File: src/logic/mcsr_pkg.sv
/*
 * mcsr_pkg: register indices, field positions, reset values and codes for the
 * control/status register bank of the small 8-bit controller.
 * Assumes AXI4-Lite byte addresses equal four times the register index.
 */
package mcsr_pkg;
   localparam int          ADDR_W         = 8;
   localparam int          SYNC_W         = 19;
   // register indices, byte address is index * 4
   localparam logic [5:0]  IDX_TIMER_CNT  = 6'h01;
   localparam logic [5:0]  IDX_RAM_SEL    = 6'h04;
   localparam logic [5:0]  IDX_PORT5      = 6'h05;
   localparam logic [5:0]  IDX_PORT6      = 6'h06;
   localparam logic [5:0]  IDX_CONV_CTRL  = 6'h09;
   localparam logic [5:0]  IDX_CONV_RES   = 6'h0A;
   localparam logic [5:0]  IDX_FLAGS      = 6'h0F;
   localparam logic [5:0]  IDX_TIMER_CTRL = 6'h11;
   // control segment window: index = IDX_SEG_BASE + control offset
   localparam logic [5:0]  IDX_SEG_BASE   = 6'h20;
   localparam logic [3:0]  SEG_P5_DIR     = 4'h5;
   localparam logic [3:0]  SEG_P6_DIR     = 4'h6;
   localparam logic [3:0]  SEG_GAIN       = 4'h9;
   localparam logic [3:0]  SEG_CMPCON     = 4'hA;
   localparam logic [3:0]  SEG_PULL_DOWN  = 4'hB;
   localparam logic [3:0]  SEG_OPEN_DRAIN = 4'hC;
   localparam logic [3:0]  SEG_IRQ_MASK   = 4'hF;
   // converter control fields
   localparam int          CC_SEGMENT     = 5;
   localparam int          CC_RUN         = 4;
   localparam int          CC_POWER       = 3;
   // interrupt flag positions
   localparam int          FL_CMP         = 6;
   localparam int          FL_PULSE2      = 5;
   localparam int          FL_PULSE1      = 4;
   localparam int          FL_CONV        = 3;
   localparam int          FL_EXT         = 2;
   localparam int          FL_PORT        = 1;
   localparam int          FL_TIMER       = 0;
   // timer control fields
   localparam int          TC_EDGE_SEL    = 7;
   localparam int          TC_GLOBAL_EN   = 6;
   localparam int          TC_SOURCE      = 5;
   localparam int          TC_TIMER_EDGE  = 4;
   localparam int          TC_ASSIGN      = 3;
   // reset values
   localparam logic [7:0]  RST_ZERO       = 8'h00;
   localparam logic [7:0]  RST_ONES       = 8'hFF;
   localparam logic [7:0]  RST_TIMER_CTRL = 8'h3F;
   localparam logic [7:0]  RST_ANALOG     = 8'h01;
   // AXI responses
   localparam logic [1:0]  RESP_OKAY      = 2'h0;
   localparam logic [1:0]  RESP_DECERR    = 2'h3;
endpackage
File: src/logic/mcsr_bank.sv
/*
 * mcsr_bank: special-function register bank with AXI4-Lite slave, interrupt
 * flags, timer/counter with shared prescaler and pin synchronisers.
 * Assumes pins and comparator output are asynchronous; converter, pulse and core
 * instruction strobes are single-cycle pulses on aclk.
 */
// Implementation choices: the placing of the registers and the AXI4-Lite register port.
// Summary of operation
// ram select bit 6 picks data bank, bits 5..0 the indirect register
// converter control bit 5 switches control window to segment one
// run bit starts conversion, hardware clears it, software cannot
// channel code 0..7 picks input; writable only when done flag and run low
// conversion end loads result, clears run, sets done flag
// comparator change sets bit 6; pulse period ends set bits 5 and 4
// done sets bit 3, external edge bit 2, port change bit 1, overflow bit 0
// software may clear status flags, never set; bit 7 reads zero
// status read returns flags anded with interrupt mask
// a mask bit of one enables that interrupt source
// timer control bit 7 picks external edge, zero rising, one falling
// enable and return set global enable; disable or taken irq clear it
// timer source bit zero counts clocks, one counts timer pin transitions
// timer edge bit zero counts rising, one counts falling pin edges
// prescaler serves timer when assign bit zero, watchdog when one
// prescale code doubles ratio, timer 1:2..1:256, watchdog 1:1..1:128
// direction bit one floats the pin, zero drives it
// two amplifier enables off by default, two gain codes 1..32
// comparator enable off by default; mode bit picks comparator or amp
// analog pin count code n makes port 6 pins 0..n analog
// converter clock code divides by 4, 16, 64 or uses ring oscillator
// pull-down control low enables pull-down per port 6 pin
// open-drain control low enables open drain per pin
`timescale 1ns/1ps
module mcsr_bank (
   input  wire logic        aclk,
   input  wire logic        aresetn,
   input  wire logic [7:0]  s_axi_awaddr,
   input  wire logic        s_axi_awvalid,
   output logic             s_axi_awready,
   input  wire logic [31:0] s_axi_wdata,
   input  wire logic [3:0]  s_axi_wstrb,
   input  wire logic        s_axi_wvalid,
   output logic             s_axi_wready,
   output logic [1:0]       s_axi_bresp,
   output logic             s_axi_bvalid,
   input  wire logic        s_axi_bready,
   input  wire logic [7:0]  s_axi_araddr,
   input  wire logic        s_axi_arvalid,
   output logic             s_axi_arready,
   output logic [31:0]      s_axi_rdata,
   output logic [1:0]       s_axi_rresp,
   output logic             s_axi_rvalid,
   input  wire logic        s_axi_rready,
   input  wire logic [7:0]  port5_pin,
   input  wire logic [7:0]  port6_pin,
   input  wire logic        ext_irq_pin,
   input  wire logic        timer_pin,
   input  wire logic        comparator_out,
   input  wire logic        conversion_complete,
   input  wire logic [7:0]  conversion_value,
   input  wire logic        pulse1_period,
   input  wire logic        pulse2_period,
   input  wire logic        watchdog_osc_tick,
   input  wire logic        enable_irq_instruction,
   input  wire logic        return_irq_instruction,
   input  wire logic        disable_irq_instruction,
   input  wire logic        irq_taken,
   output logic [7:0]       port5_out,
   output logic [7:0]       port5_oe,
   output logic [7:0]       port6_out,
   output logic [7:0]       port6_oe,
   output logic             bank_select,
   output logic [5:0]       indirect_index,
   output logic             segment_select,
   output logic             conversion_run,
   output logic             converter_power,
   output logic [2:0]       input_channel_select,
   output logic [7:0]       analog_pin_mask,
   output logic [1:0]       converter_clock_divide,
   output logic             vref_external,
   output logic             amp1_enable,
   output logic             amp2_enable,
   output logic [2:0]       amp1_gain,
   output logic [2:0]       amp2_gain,
   output logic             comparator_enable,
   output logic             comparator_output_mode,
   output logic [7:0]       pull_down_disable_n,
   output logic [7:0]       open_drain_disable_n,
   output logic             global_irq_enable,
   output logic             interrupt_pending,
   output logic             watchdog_tick
);

   typedef struct packed {
      logic [7:0]                  ram_sel;
      logic [7:0]                  p5_out;
      logic [7:0]                  p6_out;
      logic [5:0]                  conv_ctrl;
      logic [7:0]                  result;
      logic [6:0]                  flags;
      logic [6:0]                  mask;
      logic [7:0]                  tctl;
      logic [7:0]                  tcnt;
      logic [7:0]                  presc;
      logic [7:0]                  p5_dir;
      logic [7:0]                  p6_dir;
      logic [7:0]                  p5_oe;
      logic [7:0]                  p6_oe;
      logic [7:0]                  gain;
      logic [7:0]                  cmpcon;
      logic [7:0]                  analog;
      logic [7:0]                  pd;
      logic [7:0]                  od;
      logic [mcsr_pkg::SYNC_W-1:0] s1;
      logic [mcsr_pkg::SYNC_W-1:0] s2;
      logic [mcsr_pkg::SYNC_W-1:0] s3;
      logic [mcsr_pkg::SYNC_W-1:0] filt;
      logic                        aw_ok;
      logic [5:0]                  aw_idx;
      logic                        w_ok;
      logic [7:0]                  w_dat;
      logic                        w_lane0;
      logic                        bvalid;
      logic [1:0]                  bresp;
      logic                        rvalid;
      logic [7:0]                  rdata;
      logic [1:0]                  rresp;
      logic                        wdt_tick;
      logic                        pending;
   } mcsr_state_t;

   mcsr_state_t st_q;
   mcsr_state_t st_d;

   // segment one registers lie outside this bank, so they decode as unmapped
   function automatic logic mcsr_mapped(input logic [5:0] idx, input logic seg);
      logic [3:0] off;
      off = idx[3:0];
      if (idx == mcsr_pkg::IDX_TIMER_CNT || idx == mcsr_pkg::IDX_RAM_SEL ||
          idx == mcsr_pkg::IDX_PORT5 || idx == mcsr_pkg::IDX_PORT6 ||
          idx == mcsr_pkg::IDX_CONV_CTRL || idx == mcsr_pkg::IDX_CONV_RES ||
          idx == mcsr_pkg::IDX_FLAGS || idx == mcsr_pkg::IDX_TIMER_CTRL) begin
         return 1'b1;
      end else if (idx[5:4] == mcsr_pkg::IDX_SEG_BASE[5:4] && !seg) begin
         return off == mcsr_pkg::SEG_P5_DIR || off == mcsr_pkg::SEG_P6_DIR ||
                off == mcsr_pkg::SEG_GAIN || off == mcsr_pkg::SEG_CMPCON ||
                off == mcsr_pkg::SEG_PULL_DOWN || off == mcsr_pkg::SEG_OPEN_DRAIN ||
                off == mcsr_pkg::SEG_IRQ_MASK;
      end else begin
         return 1'b0;
      end
   endfunction

   function automatic logic [7:0] mcsr_read(input mcsr_state_t s, input logic [5:0] idx);
      logic [3:0] off;
      off = idx[3:0];
      if (idx == mcsr_pkg::IDX_TIMER_CNT) begin
         return s.tcnt;
      end else if (idx == mcsr_pkg::IDX_RAM_SEL) begin
         return s.ram_sel;
      end else if (idx == mcsr_pkg::IDX_PORT5) begin
         return s.filt[7:0];
      end else if (idx == mcsr_pkg::IDX_PORT6) begin
         return s.filt[15:8];
      end else if (idx == mcsr_pkg::IDX_CONV_CTRL) begin
         return {2'h0, s.conv_ctrl};
      end else if (idx == mcsr_pkg::IDX_CONV_RES) begin
         return s.result;
      end else if (idx == mcsr_pkg::IDX_FLAGS) begin
         return {1'b0, s.flags & s.mask};
      end else if (idx == mcsr_pkg::IDX_TIMER_CTRL) begin
         return s.tctl;
      end else if (off == mcsr_pkg::SEG_P5_DIR) begin
         return s.p5_dir;
      end else if (off == mcsr_pkg::SEG_P6_DIR) begin
         return s.p6_dir;
      end else if (off == mcsr_pkg::SEG_GAIN) begin
         return s.gain;
      end else if (off == mcsr_pkg::SEG_CMPCON) begin
         return s.cmpcon;
      end else if (off == mcsr_pkg::SEG_PULL_DOWN) begin
         return s.pd;
      end else if (off == mcsr_pkg::SEG_OPEN_DRAIN) begin
         return s.od;
      end else begin
         return {1'b0, s.mask};
      end
   endfunction

   // prescaler hit: all bits under the ratio mask set; timer ratio is one step coarser
   function automatic logic mcsr_ratio_hit(input logic [7:0] cnt, input logic [2:0] code,
                                           input logic timer);
      logic [7:0] m;
      m = timer ? 8'((9'h002 << code) - 9'h001) : 8'((9'h001 << code) - 9'h001);
      return (cnt & m) == m;
   endfunction

   logic       wr_fire;
   logic       rd_take;
   logic       wr_hit;
   logic [7:0] wv;
   logic [6:0] ev;
   logic       tick_src;
   logic       tmr_tick;
   logic       p6_change;
   logic       ext_edge;
   logic       tpin_edge;

   always_comb begin
      st_d      = st_q;
      // pins: port5, port6, ext irq, timer pin, comparator
      st_d.s1   = {comparator_out, timer_pin, ext_irq_pin, port6_pin, port5_pin};
      st_d.s2   = st_q.s1;
      st_d.s3   = st_q.s2;
      for (int i = 0; i < mcsr_pkg::SYNC_W; i++) begin
         if (st_q.s2[i] == st_q.s3[i]) begin
            st_d.filt[i] = st_q.s3[i];
         end
      end
      // analog pins are excluded from change detection
      p6_change = |((st_d.filt[15:8] ^ st_q.filt[15:8]) & ~st_q.analog);
      ext_edge  = st_q.tctl[mcsr_pkg::TC_EDGE_SEL] ? (st_q.filt[16] && !st_d.filt[16])
                                                   : (!st_q.filt[16] && st_d.filt[16]);
      tpin_edge = st_q.tctl[mcsr_pkg::TC_TIMER_EDGE] ? (st_q.filt[17] && !st_d.filt[17])
                                                     : (!st_q.filt[17] && st_d.filt[17]);
      // AXI write: address and data taken in either order
      if (s_axi_awvalid && !st_q.aw_ok) begin
         st_d.aw_ok  = 1'b1;
         st_d.aw_idx = s_axi_awaddr[7:2];
      end
      if (s_axi_wvalid && !st_q.w_ok) begin
         st_d.w_ok    = 1'b1;
         st_d.w_dat   = s_axi_wdata[7:0];
         st_d.w_lane0 = s_axi_wstrb[0];
      end
      if (st_q.bvalid && s_axi_bready) begin
         st_d.bvalid = 1'b0;
      end
      wr_fire = st_q.aw_ok && st_q.w_ok && !st_q.bvalid;
      wr_hit  = wr_fire && st_q.w_lane0 && mcsr_mapped(st_q.aw_idx, st_q.conv_ctrl[mcsr_pkg::CC_SEGMENT]);
      wv      = st_q.w_dat;
      if (wr_fire) begin
         st_d.aw_ok  = 1'b0;
         st_d.w_ok   = 1'b0;
         st_d.bvalid = 1'b1;
         st_d.bresp  = mcsr_mapped(st_q.aw_idx, st_q.conv_ctrl[mcsr_pkg::CC_SEGMENT]) ?
                       mcsr_pkg::RESP_OKAY : mcsr_pkg::RESP_DECERR;
      end
      // timer and shared prescaler
      tick_src = st_q.tctl[mcsr_pkg::TC_SOURCE] ? tpin_edge : 1'b1;
      tmr_tick = 1'b0;
      st_d.wdt_tick = 1'b0;
      if (!st_q.tctl[mcsr_pkg::TC_ASSIGN]) begin
         if (tick_src) begin
            st_d.presc = st_q.presc + 8'h01;
            tmr_tick   = mcsr_ratio_hit(st_q.presc, st_q.tctl[2:0], 1'b1);
         end
      end else begin
         tmr_tick = tick_src;
         if (watchdog_osc_tick) begin
            st_d.presc    = st_q.presc + 8'h01;
            st_d.wdt_tick = mcsr_ratio_hit(st_q.presc, st_q.tctl[2:0], 1'b0);
         end
      end
      if (tmr_tick) begin
         st_d.tcnt = st_q.tcnt + 8'h01;
      end
      // register writes
      if (wr_hit) begin
         if (st_q.aw_idx == mcsr_pkg::IDX_TIMER_CNT) begin
            st_d.tcnt = wv;
            if (!st_q.tctl[mcsr_pkg::TC_ASSIGN]) begin
               st_d.presc = mcsr_pkg::RST_ZERO;
            end
         end else if (st_q.aw_idx == mcsr_pkg::IDX_RAM_SEL) begin
            st_d.ram_sel = wv;
         end else if (st_q.aw_idx == mcsr_pkg::IDX_PORT5) begin
            st_d.p5_out = wv;
         end else if (st_q.aw_idx == mcsr_pkg::IDX_PORT6) begin
            st_d.p6_out = wv;
         end else if (st_q.aw_idx == mcsr_pkg::IDX_CONV_CTRL) begin
            st_d.conv_ctrl[mcsr_pkg::CC_SEGMENT] = wv[mcsr_pkg::CC_SEGMENT];
            st_d.conv_ctrl[mcsr_pkg::CC_POWER]   = wv[mcsr_pkg::CC_POWER];
            if (wv[mcsr_pkg::CC_RUN]) begin
               st_d.conv_ctrl[mcsr_pkg::CC_RUN] = 1'b1;
            end
            if (!st_q.flags[mcsr_pkg::FL_CONV] && !st_q.conv_ctrl[mcsr_pkg::CC_RUN]) begin
               st_d.conv_ctrl[2:0] = wv[2:0];
            end
         end else if (st_q.aw_idx == mcsr_pkg::IDX_FLAGS) begin
            st_d.flags = st_q.flags & wv[6:0];
         end else if (st_q.aw_idx == mcsr_pkg::IDX_TIMER_CTRL) begin
            st_d.tctl = wv;
         end else if (st_q.aw_idx[3:0] == mcsr_pkg::SEG_P5_DIR) begin
            st_d.p5_dir = wv;
         end else if (st_q.aw_idx[3:0] == mcsr_pkg::SEG_P6_DIR) begin
            st_d.p6_dir = wv;
         end else if (st_q.aw_idx[3:0] == mcsr_pkg::SEG_GAIN) begin
            st_d.gain = wv;
         end else if (st_q.aw_idx[3:0] == mcsr_pkg::SEG_CMPCON) begin
            st_d.cmpcon = wv;
         end else if (st_q.aw_idx[3:0] == mcsr_pkg::SEG_PULL_DOWN) begin
            st_d.pd = wv;
         end else if (st_q.aw_idx[3:0] == mcsr_pkg::SEG_OPEN_DRAIN) begin
            st_d.od = wv;
         end else begin
            st_d.mask = wv[6:0];
         end
      end
      // pins 0..n analog for code n
      st_d.analog = 8'((9'h002 << st_d.cmpcon[4:2]) - 9'h001);
      st_d.p5_oe  = ~st_d.p5_dir;
      st_d.p6_oe  = ~st_d.p6_dir;
      // global enable: clearing events win over setting ones
      if (enable_irq_instruction || return_irq_instruction) begin
         st_d.tctl[mcsr_pkg::TC_GLOBAL_EN] = 1'b1;
      end
      if (disable_irq_instruction || irq_taken) begin
         st_d.tctl[mcsr_pkg::TC_GLOBAL_EN] = 1'b0;
      end
      // conversion end
      if (conversion_complete && st_q.conv_ctrl[mcsr_pkg::CC_RUN]) begin
         st_d.result = conversion_value;
         st_d.conv_ctrl[mcsr_pkg::CC_RUN] = 1'b0;
      end
      // flag events applied after the software clear, so a set is never lost
      ev = '0;
      ev[mcsr_pkg::FL_CMP]    = st_q.filt[18] != st_d.filt[18];
      ev[mcsr_pkg::FL_PULSE2] = pulse2_period;
      ev[mcsr_pkg::FL_PULSE1] = pulse1_period;
      ev[mcsr_pkg::FL_CONV]   = conversion_complete && st_q.conv_ctrl[mcsr_pkg::CC_RUN];
      ev[mcsr_pkg::FL_EXT]    = ext_edge;
      ev[mcsr_pkg::FL_PORT]   = p6_change;
      ev[mcsr_pkg::FL_TIMER]  = tmr_tick && st_q.tcnt == mcsr_pkg::RST_ONES;
      st_d.flags   = st_d.flags | ev;
      st_d.pending = |(st_q.flags & st_q.mask) && st_q.tctl[mcsr_pkg::TC_GLOBAL_EN];
      // AXI read: one-cycle answer from the state at acceptance
      rd_take = s_axi_arvalid && !st_q.rvalid;
      if (st_q.rvalid && s_axi_rready) begin
         st_d.rvalid = 1'b0;
      end
      if (rd_take) begin
         st_d.rvalid = 1'b1;
         if (mcsr_mapped(s_axi_araddr[7:2], st_q.conv_ctrl[mcsr_pkg::CC_SEGMENT])) begin
            st_d.rdata = mcsr_read(st_q, s_axi_araddr[7:2]);
            st_d.rresp = mcsr_pkg::RESP_OKAY;
         end else begin
            st_d.rdata = mcsr_pkg::RST_ZERO;
            st_d.rresp = mcsr_pkg::RESP_DECERR;
         end
      end
   end

   always_ff @(posedge aclk) begin
      if (!aresetn) begin
         st_q           <= '0;
         st_q.tctl      <= mcsr_pkg::RST_TIMER_CTRL;
         st_q.p5_dir    <= mcsr_pkg::RST_ONES;
         st_q.p6_dir    <= mcsr_pkg::RST_ONES;
         st_q.pd        <= mcsr_pkg::RST_ONES;
         st_q.od        <= mcsr_pkg::RST_ONES;
         st_q.analog    <= mcsr_pkg::RST_ANALOG;
      end else begin
         st_q <= st_d;
      end
   end

   assign s_axi_awready          = !st_q.aw_ok;
   assign s_axi_wready           = !st_q.w_ok;
   assign s_axi_bvalid           = st_q.bvalid;
   assign s_axi_bresp            = st_q.bresp;
   assign s_axi_arready          = !st_q.rvalid;
   assign s_axi_rvalid           = st_q.rvalid;
   assign s_axi_rdata            = {24'h000000, st_q.rdata};
   assign s_axi_rresp            = st_q.rresp;
   assign port5_out              = st_q.p5_out;
   assign port5_oe               = st_q.p5_oe;
   assign port6_out              = st_q.p6_out;
   assign port6_oe               = st_q.p6_oe;
   assign bank_select            = st_q.ram_sel[6];
   assign indirect_index         = st_q.ram_sel[5:0];
   assign segment_select         = st_q.conv_ctrl[mcsr_pkg::CC_SEGMENT];
   assign conversion_run         = st_q.conv_ctrl[mcsr_pkg::CC_RUN];
   assign converter_power        = st_q.conv_ctrl[mcsr_pkg::CC_POWER];
   assign input_channel_select   = st_q.conv_ctrl[2:0];
   assign analog_pin_mask        = st_q.analog;
   assign converter_clock_divide = st_q.cmpcon[1:0];
   assign vref_external          = st_q.cmpcon[7];
   assign comparator_enable      = st_q.cmpcon[6];
   assign comparator_output_mode = st_q.cmpcon[5];
   assign amp2_enable            = st_q.gain[7];
   assign amp1_enable            = st_q.gain[6];
   assign amp2_gain              = st_q.gain[5:3];
   assign amp1_gain              = st_q.gain[2:0];
   assign pull_down_disable_n    = st_q.pd;
   assign open_drain_disable_n   = st_q.od;
   assign global_irq_enable      = st_q.tctl[mcsr_pkg::TC_GLOBAL_EN];
   assign interrupt_pending      = st_q.pending;
   assign watchdog_tick          = st_q.wdt_tick;

   bank_bits_a: assert property (@(posedge aclk) disable iff (!aresetn)
      bank_select == st_q.ram_sel[6] && indirect_index == st_q.ram_sel[5:0])
      else $error("bank select out of step");
   run_hold_a: assert property (@(posedge aclk) disable iff (!aresetn)
      $fell(conversion_run) |-> $past(conversion_complete))
      else $error("run bit cleared without conversion end");
   chan_lock_a: assert property (@(posedge aclk) disable iff (!aresetn)
      $changed(input_channel_select) |-> $past(!st_q.flags[3] && !conversion_run))
      else $error("channel changed while busy or done");
   conv_end_a: assert property (@(posedge aclk) disable iff (!aresetn)
      conversion_complete && conversion_run |=> st_q.result == $past(conversion_value)
      && st_q.flags[3] && !conversion_run)
      else $error("conversion end not recorded");
   port_flag_a: assert property (@(posedge aclk) disable iff (!aresetn)
      $rose(st_q.flags[1]) |-> $past(p6_change))
      else $error("port change flag set without cause");
   flag_read_a: assert property (@(posedge aclk) disable iff (!aresetn)
      rd_take && s_axi_araddr[7:2] == mcsr_pkg::IDX_FLAGS
      |=> s_axi_rdata[7:0] == {1'b0, $past(st_q.flags) & $past(st_q.mask)})
      else $error("status read not masked");
   global_off_a: assert property (@(posedge aclk) disable iff (!aresetn)
      disable_irq_instruction || irq_taken |=> !global_irq_enable)
      else $error("global enable not cleared");
   dir_drive_a: assert property (@(posedge aclk) disable iff (!aresetn)
      port5_oe == ~st_q.p5_dir && port6_oe == ~st_q.p6_dir)
      else $error("output enable disagrees with direction");

endmodule // mcsr_bank

File: config.mk
export PLATFORM = sky130hd
export DESIGN_NAME = mcsr_bank
export DESIGN_NICKNAME = d
export VERILOG_FILES = /design/src/logic/mcsr_pkg.sv /design/src/logic/mcsr_bank.sv
export SDC_FILE = /design/constraint.sdc
export NUM_CORES = 1
export LEC_CHECK = 0
export CORE_MARGIN = 10
export CORE_UTILIZATION = 40
export CTS_CLUSTER_SIZE = 14
export DETAILED_ROUTE_END_ITERATION = 8
export DONT_BUFFER_PORTS = 1
export GPL_TIMING_DRIVEN = 0
export HOLD_SLACK_MARGIN = 0.06
export PLACE_DENSITY = 0.54
export SLEW_MARGIN = 15
export SYNTH_ARGS = -nofsm -noshare
export SYNTH_HDL_FRONTEND = slang
export SYNTH_SLANG_ARGS = --single-unit
export TNS_END_PERCENT = 20
File: constraint.sdc
create_clock -name aclk -period 2.67 [get_ports aclk]
set_input_delay 0.4005 -clock aclk [delete_from_list [all_inputs] [get_ports aclk]]
set_output_delay 0.4005 -clock aclk [all_outputs]
set_load 0.02 [all_outputs]
# Yosys cells after proc, flatten, opt, wreduce, memory -nomap -nowiden
# Cells that the tools add are included.
# word_totals
register_bits	257
out_inout_bits	126
elab_cells	308
# op_classes
n_addsub	5
n_eq_ne	61
shifts	3
n_mux	87
bitwise_logic	24
reduce_logical	81
# op_table
op	n
$mux 8	23
$mux 16	8
$mux 22	5
$mux 5	12
$mux 7	8
$mux 54	1
$eq 4x4->1 const B	10
$eq 6x3->1 const B	6
$eq 6x4->1 const B	6
$logic_or 1x1->1	28
$reduce_and 14->1	2
$mux 1	25
$and 8x8->8	3
$not 8->8	3
$sub 8x1->8 const B	3
$eq 1x1->1	19
$logic_and 1x1->1	19
$add 8x1->8 const B	2
$eq 4x3->1 const B	4
$eq 8x8->1	2
$reduce_and 8->1	2
$shl 2x3->8 const A	2
$mux 15	1
$and 7x7->7	2
27 further kinds	65

# Logic depth before layout (Yosys ltp)
# Gate-level depths: netlist (run 1).
# depth
ltp_word	17
ltp_mapped	14

# Least setup slack after synthesis (run 1)
# OpenSTA, ideal clock, no wires.
# synth_path
kind	register to register
from	register st_q[29] in the netlist's numbering
to	register st_q, in the netlist analog_pin_mask[5]
setup_ns	0.116
arrival_ns	2.761
setup_slack_ns	-0.207
stages_incl_launch_ff	14
path_buffers	3
period_less_slack_ns	2.877
cell_sequence	dfxtp_1 clkbuf_1 o221ai_1 o21bai_1 o211ai_2 buf_2 a31oi_1 ha_1 clkbuf_1 nor3_1 a21o_1 a21oi_1 nand2_1 o211a_1
# synth_via
elab_chain_len	15
# synth_rtl
item	line_no	rtl
start: declaration	mcsr_bank.sv:131	mcsr_state_t st_q;
start signal: assignment	mcsr_bank.sv:363	st_q <= st_d;
$eq 4x4->1	mcsr_bank.sv:145, mcsr_bank.sv:299	
$mux 5	mcsr_bank.sv:299	end else if (st_q.aw_idx[3:0] == mcsr_pkg::SEG_CMPCON) begin
$mux 5	mcsr_bank.sv:297	end else if (st_q.aw_idx[3:0] == mcsr_pkg::SEG_GAIN) begin
$mux 5	mcsr_bank.sv:295	end else if (st_q.aw_idx[3:0] == mcsr_pkg::SEG_P6_DIR) begin
$mux 5	mcsr_bank.sv:293	end else if (st_q.aw_idx[3:0] == mcsr_pkg::SEG_P5_DIR) begin
$mux 5	mcsr_bank.sv:291	end else if (st_q.aw_idx == mcsr_pkg::IDX_TIMER_CTRL) begin
$mux 5	mcsr_bank.sv:289	end else if (st_q.aw_idx == mcsr_pkg::IDX_FLAGS) begin
$mux 5	mcsr_bank.sv:280	end else if (st_q.aw_idx == mcsr_pkg::IDX_CONV_CTRL) begin
$mux 5	mcsr_bank.sv:278	end else if (st_q.aw_idx == mcsr_pkg::IDX_PORT6) begin
$mux 5	mcsr_bank.sv:276	end else if (st_q.aw_idx == mcsr_pkg::IDX_PORT5) begin
$mux 5	mcsr_bank.sv:274	end else if (st_q.aw_idx == mcsr_pkg::IDX_RAM_SEL) begin
$mux 5	mcsr_bank.sv:269	if (st_q.aw_idx == mcsr_pkg::IDX_TIMER_CNT) begin
$mux 5 *	mcsr_bank.sv:268	if (wr_hit) begin
$shl 2x3->8 *	mcsr_bank.sv:310	st_d.analog = 8'((9'h002 << st_d.cmpcon[4:2]) - 9'h001);
$sub 8x1->8 *	mcsr_bank.sv:310	
# Mark *: on every way between the ends. The rest lies on a longest branch, timed or not.
# A chain may end at the register's enable or synchronous reset.

# Worst setup path in the final report (run 1)
# layout_path
from	register st_q[27] in the netlist's numbering
to	register st_q, in the netlist analog_pin_mask[5]
# Same word-level chain as after synthesis.

==> results.cfg, run 1 <==
[status]
status = complete, but fails checks
violations = negative setup slack

[min_path]
worstHoldStart = s_axi_wvalid
whs_endpoint = st_q[16]
min_path_type = input pin to flop
min_path_cells = 3

[placed_design]
hpwl_mm = 33.3
gp_congestion = 1.00
numPortBuffers = 0

[setup_path]
crit_arrival_ns = 3.16
worst_setup_path_start_kind = flop
path_max_fanout = 10
path_cells = buf_4, and3_1, o31a_1, o211ai_4, mux2i_1, ha_1, buf_4, nor3_1, a21o_1, a21oi_1, nand2_1, o211a_1
crit_type = flop to flop
cp-end-kind = flop
cp_common_cell = buf_4
slowest_delay_ns = 0.36
rr_endpoint = analog_pin_mask[5]
worst_r2r_path_depth = 12
cpMaxStageDelayCell = dfxtp_1
reg2reg_slack_ns = -0.02
worstPathRequired_ns = 3.13
r2r-start = st_q[27]

[yosys]
syn_avg_cell_area_um2 = 8.49
muxShareOfSynthArea_pct = 6.40
synth_compound_area_share_pct = 16.1
synthTopCellsByArea = dfxtp_1, buf_4, mux2i_1
synth_xor_area_share_pct = 1.32
synth_fa_ha_area_share_pct = 0.420
synth_top_area_cell = dfxtp_1
synth-seq-area-share_pct = 42.7
synth.cell_area_um2 = 11900
synth_edf_count = 0
synth_top_family_by_area = simple AND/OR/NAND/NOR gates
synth_top_area_share_pct = 42.7
ys_top_cells_by_count = dfxtp_1, nand2_1, nor2_1
synth_cell_types = 85
yosys_warnings = 0
async_flop_share_pct = 0
synth_flop_cell = dfxtp_1
synth-seq-cells = 254
yosysMostFrequentCell = dfxtp_1
synthSimpleGateAreaFrac_pct = 22.4
synthesis.instances = 1403

[clocking]
clk_latency_ns = 0.58
cts_root_buf = clkbuf_16
cts_tree = built
clkSlewWorstSetupHoldPaths_ns = 0.07
cts_htree_levels = 1
clockBufferDepth = 3
cts.sinks = 254
numCtsBuffers = 28

[drt]
ant_nets = 0
drt_iter0_markers = 1086
finalWirelength_mm = 44.6
detail_route.vias_per_cell = 5.52
wl_per_cell_um = 23.1
drc = 0
dr.pass1.iters = 6
vias = 10700

[floorplanning]
io_pins = 220
start_util_pct = 40.4
die_area_um2 = 37100
num_rows = 63
die_h_um = 193
core-area_um2 = 29500
die-width_um = 193

[pwr]
peakVddDrop_v = 0.000483
power_w = 0.00885
p_per_area_nw_per_um2 = 624
leakage_nw = 5.87

[sta]
rsz0062_at_grt = true
relSlewSlack_pct = 21.1
max_clock_freq_mhz = 371
skew_ns = 0.0335
fin_crit_ns = 2.69
setup_ws_ns = -0.0225
tightest_slew_ns = 1.17
setup_viol = 1
maxSlewViolCount = 0
hold_violations = 0
tns_ns = -0.0225
post-route-period-util_pct = 101

[cells_and_area]
drive_gt1_share_pct = 14.2
fin_util_pct = 48.1
nNetsFinal = 1613
syn_to_final_growth_pct = 19.1

[run]
drv_cap = 0

[global_route]
gr-usage-met2_pct = 36.4
grt-busiest-layer = met2
grt_pass1_wl_mm = 65.7
antenna_found_initial = 1
grt_use_total_pct = 23.4
grt-ovfl-total = 0
grt_max_degree = 17
grt_use_met1_pct = 30.6
grt_pass1_vias = 10200
use_met3_pct = 6.16
state kept, by name, indices dropped and copies added (netlist names), 2 cells and up, named ones only:
| signal | cells |
|---|---|
| st_q | 111 |
| st_d | 38 |
| open_drain_disable_n | 8 |
| port5_oe | 8 |
| port5_out | 8 |
| port6_oe | 8 |
| port6_out | 8 |
| pull_down_disable_n | 8 |
| s_axi_rdata | 8 |
| wv | 8 |
| analog_pin_mask | 7 |
| indirect_index | 6 |
| amp1_gain | 3 |
| amp2_gain | 3 |
| input_channel_select | 3 |
| converter_clock_divide | 2 |
critical path: cells and delay by family, from the launching register on:
| kind | cells | cell delay (ns) |
|---|---|---|
| fa+ha+maj | 1 | 0.19 |
| simple gates | 3 | 0.26 |
| mux | 1 | 0.29 |
| buf+inv | 2 | 0.36 |
| flops | 1 | 0.36 |
| compound gates | 5 | 1.12 |
metal layers:
layer	share of wire (%)	up-vias	routed length (um)
li1	-	5007	-
met1	44	5089	19400
met2	44	462	19700
met3	8.6	92	3850
met4	3.8	0	1710
met5	0	-	0
how the worst max path moves through the flow:
stage                              start            endpoint  slack (ns)
after floorplan                 st_q[28]  analog_pin_mask[5]       0.002
after global placement    segment_select  analog_pin_mask[5]       -0.58
after detailed placement  segment_select  analog_pin_mask[5]       -0.53
after CTS                       st_q[29]  analog_pin_mask[5]       0.002
after global routing               wv[4]  analog_pin_mask[5]       -0.16
final                           st_q[27]  analog_pin_mask[5]       -0.02
cell usage in the layout, fill, tap and decap left out, types with 5 or more instances in the layout:
cell type	synthesis	layout
clkbuf_1	69	69
o22ai_1	13	13
mux2i_1	75	75
buf_1	7	7
o221ai_1	6	5
a211oi_1	7	7
nor4bb_1	7	7
and2_1	75	75
nor4_1	8	7
nor2b_1	18	18
xor2_1	10	10
nor3_1	21	21
dlygate4sd3_1	0	53
a31oi_1	6	6
nand3_1	55	54
and3_1	11	11
nand3b_1	8	8
nand4_1	7	7
nand2b_1	15	14
conb_1	2	25
o21ai_0	68	66
clkbuf_16	0	28
a22oi_1	9	9
clkbuf_8	0	7
a221oi_1	10	10
a21oi_1	102	101
nand2_1	155	155
dfxtp_1	254	249
buf_2	12	8
xnor2_1	8	8
o211ai_1	18	18
buf_4	110	120
nor2_1	116	115
inv_1	19	19
power by group:
part,switching [W],internal [W],total (W)
clock network,0.00166,0.00252,0.00418
registers,0.0000678,0.00386,0.00392
logic,0.000481,0.000257,0.000737
total,0.00221,0.00663,0.00885
through the flow:
step	std cells	hold WS (ns)	area, um^2	setup slack (ns)
2_1_floorplan	1426	0.412	12000	0.00242
3_3_place_gp	1816	0.416	12500	-0.581
3_5_place_dp	1816	0.418	12500	-0.527
4_1_cts	1926	0.211	14100	0.00225
5_1_grt	1928	0.259	14200	-0.161
6_report	1929	0.237	14200	-0.0225
cell type report:
type	count	area [um^2]
multi-input cells	953	5720
repair buffers	59	576
diodes	2	5.00
clock buffers	38	808
fillers	2895	15300
flip-flops and latches	254	5090
clock inverters	14	209
well taps	390	488
plain buffers	199	1210
inverters	20	75.1
what timing repair did:
item / in CTS / in global routing
resized for setup: 15 / 16
endpoints found under the hold margin: 50 / 0
buffers inserted: 5 / 1
hold buffers: 53 / 0
setup endpoints to repair: 8 / 38
pin swaps: 4 / 2
cell families after synthesis:
group / count (synthesis)
muxes: 76
DFF: 254
and+or+nand+nor: 531
adders and majority gates: 4
other: 2
AOI/OAI and AO/OA: 299
buffers and inverters: 219
xor gates and xnor gates: 18
No activity file was read; power rests on OpenSTA's default activity.
==> inputs of run 2 (changes only) <==
--- a/config.mk
+++ b/config.mk
@@ -5,14 +5,14 @@
 export SDC_FILE = /design/constraint.sdc
 export NUM_CORES = 1
 export LEC_CHECK = 0
+export BUFFER_PORTS_ARGS = -buffer_cell sky130_fd_sc_hd__buf_4
 export CORE_MARGIN = 10
 export CORE_UTILIZATION = 40
 export CTS_CLUSTER_SIZE = 14
 export DETAILED_ROUTE_END_ITERATION = 8
-export DONT_BUFFER_PORTS = 1
 export GPL_TIMING_DRIVEN = 0
 export HOLD_SLACK_MARGIN = 0.06
-export PLACE_DENSITY = 0.54
+export PLACE_DENSITY = 0.61
 export SLEW_MARGIN = 15
 export SYNTH_ARGS = -nofsm -noshare
 export SYNTH_HDL_FRONTEND = slang
==> run 2 against run 1 <==
Against the previous run: the run now ends clean; sequential share of layout area decreased by 2.3 points; fmax increased by 1.3%; non-clock buffer count increased by 133; utilization increased by 3.2 points; first-iteration DRC count decreased by 15%; die area unchanged; clock skew decreased by 0.023 ns; critical path depth increased by 1; critical endpoint unchanged.
==> results.cfg, run 2 (synthesized netlist as in run 1, its figures left out) <==
[cells_and_area]
fill_cells = 2832
syn_to_final_growth_pct = 27.1
largest_reg_flops = 111
top_register = st_q
layout_commonest_cell = buf_4
drive_gt1_share_pct = 22.9
fin_util_pct = 51.3
mostFrequentLayoutCells = buf_4, dfxtp_1, nand2_1
nNetsFinal = 1747

[sta]
skew_ns = 0.0101
maxSlewViolCount = 0
setup_viol = 0
hold_violations = 0
post-route-period-util_pct = 99.6
relSlewSlack_pct = 22.7
fin_crit_ns = 2.66
setup_ws_ns = 0.0111
tightest_slew_ns = 1.16
rsz0062_at_grt = true
max_clock_freq_mhz = 376

[setup_path]
path_max_fanout = 10
critPathCapture = analog_pin_mask[5]
startpoint = st_q[26]
crit_type = flop to flop
crit_arrival_ns = 3.11
worst_r2r_path_depth = 13
reg2reg_slack_ns = 0.01
worst_setup_path_start_kind = flop
cp-end-kind = flop
r2r-start = st_q[26]
worstPathRequired_ns = 3.12
rr_endpoint = analog_pin_mask[5]

[drt]
vias = 11100
drt_iter0_markers = 919
finalWirelength_mm = 45.7
dr.pass1.iters = 6
detail_route.vias_per_cell = 5.39
drc = 0
wl_per_cell_um = 22.2
ant_nets = 0

[pwr]
peakVddDrop_v = 0.000388
p_per_area_nw_per_um2 = 582
internal_power_w = 0.00661
seqPwrFrac_pct = 44.5
leakage_nw = 6.57
clock_power_share_pct = 46.3
p_sw_w = 0.00219
power_frac_comb_pct = 9.1
switching_share_pct = 24.9

[clocking]
clkSlewWorstSetupHoldPaths_ns = 0.06
cts_htree_levels = 1
cts_root_buf = clkbuf_16
clk_latency_ns = 0.56
cts.sinks = 254
numCtsBuffers = 29
clockBufferDepth = 3
cts_tree = built

[floorplanning]
num_rows = 63
io_pins = 220
die_h_um = 193
start_util_pct = 40.4
core-area_um2 = 29500
die-width_um = 193
die_area_um2 = 37100

[placed_design]
hpwl_mm = 34.2
pre_cts_ws_ns = -0.472
numPortBuffers = 160
gp_congestion = 1.01

[global_route]
antenna_found_initial = 0
grt_pass1_wl_mm = 66.9
grt_use_total_pct = 23.8
grt_max_degree = 15
grt_pass1_vias = 10600
grt-ovfl-total = 0

[status]
status = finished clean

[min_path]
min_path_type = input pin to flop

[run]
drv_cap = 0
## run 2: routing by layer
metal	routed length [um]	vias up	track usage, %	share of wire [%]
met5	0	-	0	0
met4	1560	0	8.44	3.4
met3	4320	87	6.38	9.4
met2	20400	501	36.9	45
met1	19400	5244	31.2	43
li1	-	5272	-	-
## run 2: worst max-delay path, stage by stage (launching register included)
cell	delay (ns)
dfxtp_4	0.38
buf_6	0.14
nand2b_4	0.13
a21oi_1	0.06
o31a_1	0.34
o211ai_4	0.30
mux2i_2	0.28
ha_1	0.22
buf_6	0.15
nor3_1	0.05
a21o_1	0.19
a21oi_2	0.12
nand2_1	0.06
o211a_1	0.13
## run 2: repair_timing
action                                  4_1_cts  5_1_grt
endpoints found under the hold margin        20        0
gates resized for setup                      15       27
setup buffers                                 5        6
pin swaps                                     3        6
hold buffers                                 21        0
endpoints found under the setup margin       21       28
## run 2: through the flow
step	hold slack (ns)	setup TNS [ns]	std cells	cell area [um^2]	power (W)
2_1_floorplan	0.412	0	1426	12000	0.00441
3_3_place_gp	0.415	-6.09	1976	13700	0.00474
3_5_place_dp	0.420	-5.72	1976	13700	0.00474
4_1_cts	0.0828	0	2055	15000	0.00882
5_1_grt	0.102	-0.144	2061	15100	0.00909
6_report	0.0954	0	2062	15100	0.00881
## run 2: cell type report
type / count / area (um^2) / share of cell area [%]
Multi-Input combinational cell: 953 / 5790 / 38.2
Antenna cell: 1 / 2.50 / 0.0165
Tap cell: 390 / 488 / 3.22
Buffer: 199 / 1220 / 8.08
Sequential cell: 254 / 5090 / 33.6
Clock buffer: 43 / 838 / 5.54
Inverter: 20 / 75.1 / 0.496
Clock inverter: 10 / 139 / 0.918
Timing Repair Buffer: 192 / 1490 / 9.87
## run 2: worst min path at each step
stage,from,to,slack [ns],depth (start not counted)
6_report,s_axi_awvalid,st_q[32],0.1,3
5_1_grt,s_axi_awaddr[3],st_q[27],0.10,3
4_1_cts,s_axi_awaddr[3],st_q[27],0.08,3
3_5_place_dp,st_d[85],st_d[66],0.42,1
3_3_place_gp,st_d[82],st_d[63],0.41,1
2_1_floorplan,st_d[71],st_d[52],0.41,1
## run 2: power by group through the flow
stage	clock, W	sequential (W)	combinational [W]
CTS	0.00413	0.00392	0.000773
detailed placement	0	0.00400	0.000737
global placement	0	0.00400	0.000741
finish	0.00408	0.00392	0.000805
global route	0.00430	0.00393	0.000856
floorplan	0	0.00398	0.000438
